[src/rtl/hp_slot_pkg.sv]
package hp_slot_pkg;
    localparam int          ADDR_W        = 12;
    localparam logic [11:0] ADDR_HPCFG    = 12'h330;
    localparam logic [11:0] ADDR_SCRATCH  = 12'h334;
    localparam logic [31:0] CFG_RESET     = 32'h1414_0800;
    localparam logic [31:0] CFG_WMASK     = 32'hFFFF_F9FF;
    localparam logic [31:0] SCRATCH_RESET = 32'h0000_0000;
    localparam int B_INV_AB      = 0;
    localparam int B_INV_PD      = 1;
    localparam int B_INV_PF      = 2;
    localparam int B_INV_LATCH   = 3;
    localparam int B_INV_AI      = 4;
    localparam int B_INV_PI      = 5;
    localparam int B_INV_PE      = 6;
    localparam int B_INV_IL      = 7;
    localparam int B_INV_PG      = 8;
    localparam int B_AUTO_OFF    = 11;
    localparam int B_LATCH_IL    = 12;
    localparam int B_TOGGLE      = 13;
    localparam int RSTSRC_LO     = 14;
    localparam int P2R_LO        = 16;
    localparam int R2P_LO        = 24;
    localparam int CLK_HZ        = 125_000_000;
    localparam int TICK_MS       = 10;
    localparam int ILOCK_MS      = 125;
    localparam int TICK_DEF      = CLK_HZ / 1000 * TICK_MS;
    localparam int ILOCK_DEF     = CLK_HZ / 1000 * ILOCK_MS;
    typedef enum logic [1:0] {
        RST_PEC = 2'h0,
        RST_PGC = 2'h1,
        RST_HOT = 2'h2,
        RST_RSV = 2'h3
    } rst_src_t;
    typedef enum logic [1:0] {
        PWR_OFF  = 2'h0,
        PWR_UP   = 2'h1,
        PWR_RUN  = 2'h3,
        PWR_DOWN = 2'h2
    } pwr_state_t;
endpackage

[src/rtl/hot_plug_slot_control_config.sv]
// Contract
// [RQ1] Config bits invert the five slot inputs.
// [RQ2] Config bits invert the four slot outputs.
// [RQ3] Open latch removes power when enabled, present.
// [RQ4] Latch input can report interlock state instead.
// [RQ5] Pulse mode: command gives 125 ms pulse.
// [RQ6] Toggle mode: command inverts interlock output.
// [RQ7] Two-bit field selects downstream reset source.
// [RQ8] Wait power-to-reset delay before reset negation.
// [RQ9] Wait reset-to-power delay before power removal.
// [RQ10] Scratch register, read/write, resets to zero.
// [RQ11] 10 ms timebase; delays latched at start.
// [RQ12] Delay start: power good or enable.
//
// The APB interface to the registers is this design's own decision.
`timescale 1ns/1ps
module hot_plug_slot_control_config #(
    parameter int TICK_CYCLES  = hp_slot_pkg::TICK_DEF,
    parameter int ILOCK_CYCLES = hp_slot_pkg::ILOCK_DEF
) (
    input  wire logic        mclk,
    input  wire logic        rst_n,
    input  wire logic        psel,
    input  wire logic        penable,
    input  wire logic        pwrite,
    input  wire logic [11:0] paddr,
    input  wire logic [31:0] pwdata,
    output logic      [31:0] prdata,
    output logic             pready,
    output logic             pslverr,
    input  wire logic        power_controller_control,
    input  wire logic        latch_present_cap,
    input  wire logic        interlock_command_bit,
    input  wire logic        attn_indicator_on,
    input  wire logic        power_indicator_on,
    input  wire logic        hot_reset_req,
    input  wire logic        attn_button_in,
    input  wire logic        presence_detect_in,
    input  wire logic        power_fault_in,
    input  wire logic        latch_sensor_in,
    input  wire logic        slot_power_good_in,
    output logic             attn_indicator_out,
    output logic             power_indicator_out,
    output logic             slot_power_enable_out,
    output logic             interlock_out,
    output logic             slot_reset_n_out,
    output logic             attn_button_pressed,
    output logic             presence_detected,
    output logic             power_fault_seen,
    output logic             latch_open,
    output logic             interlock_engaged,
    output logic             power_good
);
    // Pins are active low on the button, presence, fault, latch, good
    // inputs and the two indicators; a set config bit flips the sense.
    function automatic logic pol(input logic lvl, input logic inv);
        pol = lvl ^ inv;
    endfunction

    logic [31:0] cfg_r, cfg_nxt, scr_r, scr_nxt, rd_r, rd_nxt;
    logic        err_r, err_nxt, rdy_r;
    logic        setup, wr_acc, hit_cfg, hit_scr;

    assign setup   = psel && !penable;
    assign wr_acc  = psel && penable && pwrite;
    assign hit_cfg = paddr == hp_slot_pkg::ADDR_HPCFG;
    assign hit_scr = paddr == hp_slot_pkg::ADDR_SCRATCH;

    // Read data and error are prepared in the setup cycle, so the slave
    // answers in the first access cycle with no wait states.
    always_comb begin
        cfg_nxt = cfg_r;
        scr_nxt = scr_r;
        rd_nxt  = rd_r;
        err_nxt = err_r;
        if (setup) begin
            err_nxt = !(hit_cfg || hit_scr);
            rd_nxt  = hit_cfg ? cfg_r : (hit_scr ? scr_r : 32'h0000_0000);
        end
        if (wr_acc && hit_cfg) begin
            cfg_nxt = pwdata & hp_slot_pkg::CFG_WMASK;
        end
        if (wr_acc && hit_scr) begin
            scr_nxt = pwdata; // RQ10
        end
    end

    always_ff @(posedge mclk or negedge rst_n) begin
        if (!rst_n) begin
            cfg_r <= hp_slot_pkg::CFG_RESET;
            scr_r <= hp_slot_pkg::SCRATCH_RESET;
            rd_r  <= 32'h0000_0000;
            err_r <= 1'b0;
            rdy_r <= 1'b0;
        end else begin
            cfg_r <= cfg_nxt;
            scr_r <= scr_nxt;
            rd_r  <= rd_nxt;
            err_r <= err_nxt;
            rdy_r <= 1'b1;
        end
    end

    assign prdata  = rd_r;
    assign pready  = rdy_r;
    assign pslverr = err_r;

    // Corrected input levels, active high.
    logic ab_c, pd_c, pf_c, lt_c, pg_c, lt_open, il_state;
    assign ab_c = pol(!attn_button_in,     cfg_r[hp_slot_pkg::B_INV_AB]);
    assign pd_c = pol(!presence_detect_in, cfg_r[hp_slot_pkg::B_INV_PD]);
    assign pf_c = pol(!power_fault_in,     cfg_r[hp_slot_pkg::B_INV_PF]);
    assign lt_c = pol(!latch_sensor_in,  cfg_r[hp_slot_pkg::B_INV_LATCH]);
    assign pg_c = pol(!slot_power_good_in, cfg_r[hp_slot_pkg::B_INV_PG]);
    assign lt_open  = lt_c && !cfg_r[hp_slot_pkg::B_LATCH_IL]; // RQ4
    assign il_state = lt_c && cfg_r[hp_slot_pkg::B_LATCH_IL]; // RQ4

    // Interlock drive.
    logic        il_lvl_r, il_lvl_nxt, il_pls_r, il_pls_nxt;
    logic [23:0] il_cnt_r, il_cnt_nxt;

    always_comb begin
        il_lvl_nxt = il_lvl_r;
        il_pls_nxt = il_pls_r;
        il_cnt_nxt = il_cnt_r;
        if (il_pls_r) begin
            if (il_cnt_r == 24'h00_0000) begin
                il_lvl_nxt = 1'b0;
                il_pls_nxt = 1'b0;
            end else begin
                il_cnt_nxt = il_cnt_r - 24'h00_0001;
            end
        end
        if (interlock_command_bit) begin
            if (cfg_r[hp_slot_pkg::B_TOGGLE]) begin
                il_lvl_nxt = !il_lvl_r; // RQ6
                il_pls_nxt = 1'b0;
            end else begin
                il_lvl_nxt = 1'b1; // RQ5
                il_pls_nxt = 1'b1;
                il_cnt_nxt = 24'(ILOCK_CYCLES - 1);
            end
        end
    end

    always_ff @(posedge mclk or negedge rst_n) begin
        if (!rst_n) begin
            il_lvl_r <= 1'b0;
            il_pls_r <= 1'b0;
            il_cnt_r <= 24'h00_0000;
        end else begin
            il_lvl_r <= il_lvl_nxt;
            il_pls_r <= il_pls_nxt;
            il_cnt_r <= il_cnt_nxt;
        end
    end

    // Power and reset sequencing.
    hp_slot_pkg::pwr_state_t st_r, st_nxt;
    hp_slot_pkg::rst_src_t   src;
    logic [7:0]  dly_r, dly_nxt;
    logic [20:0] tk_r, tk_nxt;
    logic        tick, kill, pwr_req, started, restart, rst_act;

    assign src  = hp_slot_pkg::rst_src_t'(cfg_r[hp_slot_pkg::RSTSRC_LO +: 2]);
    assign kill = cfg_r[hp_slot_pkg::B_AUTO_OFF] && latch_present_cap
                  && lt_open; // RQ3
    assign pwr_req = !power_controller_control && !kill; // RQ3
    // A lost power good holds the delay at its start value.
    assign started = (src == hp_slot_pkg::RST_PGC) ? pg_c : 1'b1; // RQ12
    assign tick    = tk_r == 21'(TICK_CYCLES - 1); // RQ11

    always_comb begin
        st_nxt  = st_r;
        dly_nxt = dly_r;
        restart = 1'b0;
        case (st_r)
            hp_slot_pkg::PWR_OFF: begin
                if (pwr_req) begin
                    st_nxt  = hp_slot_pkg::PWR_UP;
                    dly_nxt = cfg_r[hp_slot_pkg::P2R_LO +: 8]; // RQ11
                    restart = 1'b1;
                end
            end
            hp_slot_pkg::PWR_UP: begin
                if (!pwr_req) begin
                    st_nxt = hp_slot_pkg::PWR_OFF;
                end else if (!started) begin
                    dly_nxt = cfg_r[hp_slot_pkg::P2R_LO +: 8]; // RQ12
                    restart = 1'b1;
                end else if (dly_r == 8'h00) begin
                    st_nxt = hp_slot_pkg::PWR_RUN; // RQ8
                end else if (tick) begin
                    dly_nxt = dly_r - 8'h01; // RQ8
                end
            end
            hp_slot_pkg::PWR_RUN: begin
                if (!pwr_req) begin
                    st_nxt  = hp_slot_pkg::PWR_DOWN; // RQ9
                    dly_nxt = cfg_r[hp_slot_pkg::R2P_LO +: 8]; // RQ11
                    restart = 1'b1;
                end
            end
            hp_slot_pkg::PWR_DOWN: begin
                if (dly_r == 8'h00) begin
                    st_nxt = hp_slot_pkg::PWR_OFF; // RQ9
                end else if (tick) begin
                    dly_nxt = dly_r - 8'h01; // RQ9
                end
            end
            default: begin
                st_nxt = hp_slot_pkg::PWR_OFF;
            end
        endcase
        tk_nxt = (restart || tick) ? 21'h00_0000 : tk_r + 21'h00_0001;
    end

    // Reserved source value behaves as the power enable source.
    always_comb begin
        case (src)
            hp_slot_pkg::RST_HOT: rst_act = st_r != hp_slot_pkg::PWR_RUN
                                            || hot_reset_req; // RQ7
            default:              rst_act = st_r != hp_slot_pkg::PWR_RUN;
        endcase
    end

    always_ff @(posedge mclk or negedge rst_n) begin
        if (!rst_n) begin
            st_r  <= hp_slot_pkg::PWR_OFF;
            dly_r <= 8'h00;
            tk_r  <= 21'h00_0000;
        end else begin
            st_r  <= st_nxt;
            dly_r <= dly_nxt;
            tk_r  <= tk_nxt;
        end
    end

    // Pin and status outputs, all registered.
    logic [10:0] po_r, po_nxt;
    logic        pen;
    assign pen = st_r != hp_slot_pkg::PWR_OFF;

    always_comb begin
        po_nxt[0]  = pol(!attn_indicator_on,
                         cfg_r[hp_slot_pkg::B_INV_AI]); // RQ2
        po_nxt[1]  = pol(!power_indicator_on,
                         cfg_r[hp_slot_pkg::B_INV_PI]); // RQ2
        po_nxt[2]  = pol(pen, cfg_r[hp_slot_pkg::B_INV_PE]); // RQ2
        po_nxt[3]  = pol(il_lvl_r, cfg_r[hp_slot_pkg::B_INV_IL]); // RQ2
        po_nxt[4]  = !rst_act; // RQ7
        po_nxt[5]  = ab_c; // RQ1
        po_nxt[6]  = pd_c; // RQ1
        po_nxt[7]  = pf_c; // RQ1
        po_nxt[8]  = lt_open; // RQ4
        po_nxt[9]  = il_state; // RQ4
        po_nxt[10] = pg_c; // RQ1
    end

    always_ff @(posedge mclk or negedge rst_n) begin
        if (!rst_n) begin
            po_r <= 11'h000;
        end else begin
            po_r <= po_nxt;
        end
    end

    assign attn_indicator_out    = po_r[0];
    assign power_indicator_out   = po_r[1];
    assign slot_power_enable_out = po_r[2];
    assign interlock_out         = po_r[3];
    assign slot_reset_n_out      = po_r[4];
    assign attn_button_pressed   = po_r[5];
    assign presence_detected     = po_r[6];
    assign power_fault_seen      = po_r[7];
    assign latch_open            = po_r[8];
    assign interlock_engaged     = po_r[9];
    assign power_good            = po_r[10];
endmodule

[config.mk]
export PLATFORM = sky130hd
export DESIGN_NAME = hot_plug_slot_control_config
export DESIGN_NICKNAME = d
export VERILOG_FILES = /design/src/rtl/hp_slot_pkg.sv /design/src/rtl/hot_plug_slot_control_config.sv
export SDC_FILE = /design/constraint.sdc
export NUM_CORES = 1
export LEC_CHECK = 0
export BUFFER_PORTS_ARGS = -buffer_cell sky130_fd_sc_hd__buf_2
export CAP_MARGIN = 10
export CORE_MARGIN = 3
export CORE_UTILIZATION = 55
export DETAILED_ROUTE_END_ITERATION = 8
export PLACE_DENSITY = 0.82
export SLEW_MARGIN = 20
export SYNTH_ARGS = -nofsm -noshare
export SYNTH_HDL_FRONTEND = slang
export SYNTH_SLANG_ARGS = --single-unit
[constraint.sdc]
create_clock -name mclk -period 3.1 [get_ports mclk]
set_input_delay 0.31 -clock mclk [delete_from_list [all_inputs] [get_ports mclk]]
set_output_delay 0.31 -clock mclk [all_outputs]
set_load 0.02 [all_outputs]
==> impl_metrics.py <==
metrics = {
    "outcome": {
        "run_status": "finished, final reports clean",
    },
    "setup_path": {
        "reg2reg_setup_slack_ns": 0.56,
        "worst_ep_required_time_ns": 3.41,
        "critical_path.endpoint_type": "flip-flop",
        "reg2regPathDepth": 5,
        "cp.arrival_ns": 2.85,
        "timing_worst_setup_path_type": "reg2reg",
        "start_kind": "flip-flop",
        "r2r-end": "il_cnt_r[15]$_DFF_PN0_",
        "regToRegStartpoint": "il_cnt_r[6]$_DFF_PN0_",
        "critPathMaxFanout": 12,
    },
    "global_route": {
        "grt_pass1_vias": 6237,
        "grt_max_degree": 82,
        "global_route.usage.total": 0.245,
        "number_of_antenna_violations_at_the_first_check_in_global_routing": 0,
        "grt_overflow_total": 0,
        "grt_pass1_wl_mm": 31.6,
    },
    "timing": {
        "finalCriticalPeriod_ns": 2.54,
        "max_freq_mhz": 394,
        "hold_viol": 0,
        "max_slew.worst_pin.slew_ns": 0.846,
        "worst_slack_ns": 0.560,
        "setup_total_negative_slack_ns": 0,
        "timing.clock.skew_ns": 0.0134,
        "hold-worst-slack_ns": 0.0524,
        "final_max_slew_viol_count": 0,
        "timing.final.setup_violations": 0,
        "timing.final.crit_share": 0.819,
        "rsz_0062_raised_after_global_routing": "false",
        "slew_headroom": 0.422,
    },
    "clock_tree": {
        "clkSlewWorstSetupHoldPaths_ns": 0.06,
        "postCtsResizedCells": 0,
        "clock_latency_ns": 0.43,
        "clock-sinks": 164,
        "tritoncts_clock_tree": "done",
        "cts-htree-levels": 4,
        "clk_root_buffer_cell": "sky130_fd_sc_hd__clkbuf_16",
        "cts_made_buffers": 17,
        "clockBufferDepth": 2,
        "cts_setup_buffers": 0,
    },
    "drt": {
        "first_iter_violations": 509,
        "routedWlPerCell_um": 18.5,
        "postRouteAntennaNets": 0,
        "route.final.wire_length_mm": 19.2,
        "detailed_routing_iterations_pass_1": 5,
        "avgViaCountPerCell": 6.09,
        "drc": 0,
        "via_count": 6319,
    },
    "yosys": {
        "synth_area_leaders": "sky130_fd_sc_hd__dfrtp_1, sky130_fd_sc_hd__mux2_2, sky130_fd_sc_hd__mux2i_1, sky130_fd_sc_hd__o31ai_1, sky130_fd_sc_hd__nand2_1",
        "net_count_synth": 808,
        "synthCells": 743,
        "netlist.area_leader.share": 0.497,
        "synth_area_um2": 8010,
        "synth-edff-count": 0,
        "yosys_most_used_dff": "sky130_fd_sc_hd__dfrtp_1",
        "async_flop_share": 1.00,
        "synth.distinct_cells": 69,
        "seq_area_frac_synth": 0.513,
        "avgSynthCellArea_um2": 10.8,
        "netlist.top_cell.by_area": "sky130_fd_sc_hd__dfrtp_1",
        "yosysWarningCount": 0,
        "yosys_register_bits": 164,
    },
    "job": {
        "max-cap-violations": 0,
    },
    "die": {
        "rows": 43,
        "floorplan.die.height_um": 127,
        "core_region_area_um2": 14000,
        "io_pins": 105,
        "die_w_um": 127,
        "total_die_area_um2": 16000,
        "initial_core_util": 0.570,
    },
    "placed_design": {
        "port_buffers": 104,
        "dpl.hpwl_mm": 13.1,
        "place_congestion": 0.931,
        "placed_area_um2": 8770,
        "dpl_worst_slack_ns": 0.587,
    },
    "worst_hold_path": {
        "hp-class": "in2reg",
        "holdPathStages": 2,
        "hold_end": "po_r[7]$_DFF_PN0_",
        "hold_path.startpoint": "power_fault_in",
    },
    "final_layout": {
        "areaGrowthSynthToFinish_pct": 17.4,
        "design_area_um2": 9400,
        "layout_common_cells": "sky130_fd_sc_hd__dfrtp_1, sky130_fd_sc_hd__buf_2, sky130_fd_sc_hd__nand2_1",
        "antenna_diode_instance_count": 0,
        "finalNetCount": 909,
        "final_common_cell": "sky130_fd_sc_hd__dfrtp_1",
        "share_of_cells_above_drive_strength_1": 0.274,
    },
    "power_and_ir_drop": {
        "design_power_total_mw": 5.50,
        "power_per_cell_area_nw_per_um2": 585,
        "ir_drop_mv": 0.474,
        "p_leak_nw": 4.26,
    },
}
[cell type report]
cell class	instances	area [um^2]
timing repair buffer	121	682
multi-input combinational	522	3690
inverter	18	67.6
clock buffer	19	453
fill	1095	4640
clock inverter	13	171
sequential	164	4110
tap	180	225
[critical path: stages (launching register included)]
cell and delay [ns]:
sky130_fd_sc_hd__dfrtp_1 0.40, sky130_fd_sc_hd__or4_1 0.64, sky130_fd_sc_hd__or4_4 0.55, sky130_fd_sc_hd__or3_1 0.40, sky130_fd_sc_hd__o311ai_0 0.34, sky130_fd_sc_hd__nand2_1 0.09
[report_power, final]
part | switching (mW) | leakage (nW) | internal [mW] | total (mW)
combinational | 0.559 | 1.81 | 0.360 | 0.919
sequential | 0.136 | 2.14 | 2.24 | 2.38
clock | 0.881 | 0.312 | 1.33 | 2.21
total | 1.58 | 4.26 | 3.93 | 5.50
[layer usage]
layer,track usage,part of all wire,vias to the layer above
li1,-,-,2914
met1,0.341,0.46,3153
met2,0.382,0.47,223
met3,0.0531,0.060,29
met4,0.0864,0.017,0
met5,0,0,-
[stage by stage]
step / util / std cells
4_1_cts: 0.669 / 1037
3_3_place_gp: 0.624 / 1004
2_1_floorplan: - / 743
6_report: 0.669 / 1037
5_1_grt: 0.669 / 1037
3_5_place_dp: 0.624 / 1004
[cells in the mapped netlist (5+ instances only)]
cell type	number
sky130_fd_sc_hd__mux2i_1	31
sky130_fd_sc_hd__clkbuf_1	33
sky130_fd_sc_hd__nand4_1	16
sky130_fd_sc_hd__and3_1	7
sky130_fd_sc_hd__nand2b_1	8
sky130_fd_sc_hd__nand3_1	21
sky130_fd_sc_hd__o21ai_0	20
sky130_fd_sc_hd__dfrtp_1	159
sky130_fd_sc_hd__inv_1	17
sky130_fd_sc_hd__dfstp_2	5
sky130_fd_sc_hd__xor2_1	12
sky130_fd_sc_hd__a31oi_1	7
sky130_fd_sc_hd__nor2b_1	5
sky130_fd_sc_hd__mux2_2	61
sky130_fd_sc_hd__ha_1	5
sky130_fd_sc_hd__nand2_1	68
sky130_fd_sc_hd__nor4b_1	5
sky130_fd_sc_hd__o31ai_1	38
sky130_fd_sc_hd__nor3_1	20
sky130_fd_sc_hd__nor2_1	50
sky130_fd_sc_hd__a21oi_1	20
sky130_fd_sc_hd__xnor2_1	28
sky130_fd_sc_hd__nor4_1	9
sky130_fd_sc_hd__or3_1	8
[worst max path at each step]
stage                          start                      to  slack, ns  cells after the start
2_1_floorplan  il_cnt_r[6]$_DFF_PN0_  il_cnt_r[15]$_DFF_PN0_       0.78                      6
3_3_place_gp   il_cnt_r[6]$_DFF_PN0_  il_cnt_r[15]$_DFF_PN0_       0.63                      5
3_5_place_dp   il_cnt_r[6]$_DFF_PN0_  il_cnt_r[15]$_DFF_PN0_       0.59                      5
4_1_cts        il_cnt_r[6]$_DFF_PN0_  il_cnt_r[14]$_DFF_PN0_       0.56                      5
5_1_grt        il_cnt_r[6]$_DFF_PN0_  il_cnt_r[15]$_DFF_PN0_       0.45                      5
6_report       il_cnt_r[6]$_DFF_PN0_  il_cnt_r[15]$_DFF_PN0_       0.56                      5
[what timing repair did]
item                                   CTS  global route
hold buffers                             1             0
setup endpoints to repair                0             0
endpoints found under the hold margin   56             0
[state kept, by name, indices dropped and copies added (netlist names)]
| signal | flops |
|---|---|
| dly_r | 8 |
| il_pls_r | 1 |
| tk_r | 21 |
| pready | 1 |
| il_cnt_r | 24 |
| prdata | 32 |
| cfg_r | 30 |
| il_lvl_r | 1 |
| scr_r | 32 |
| st_r | 2 |
| po_r | 11 |
| pslverr | 1 |
[logic make-up (layout without fill, tap and decap cells)]
group,after synthesis,count (layout),share of synthesized area
buffers and inverters,57,171,0.0274
multiplexers,92,92,0.125
XOR/XNOR,40,40,0.0438
adder cells (fa/ha/maj),5,5,0.00781
AND/OR/NAND/NOR,249,249,0.161
other,1,1,0.000468
flip-flops,164,164,0.513
AO/OA/AOI/OAI,135,135,0.121
Note: power is estimated with default switching activity, not from simulation.
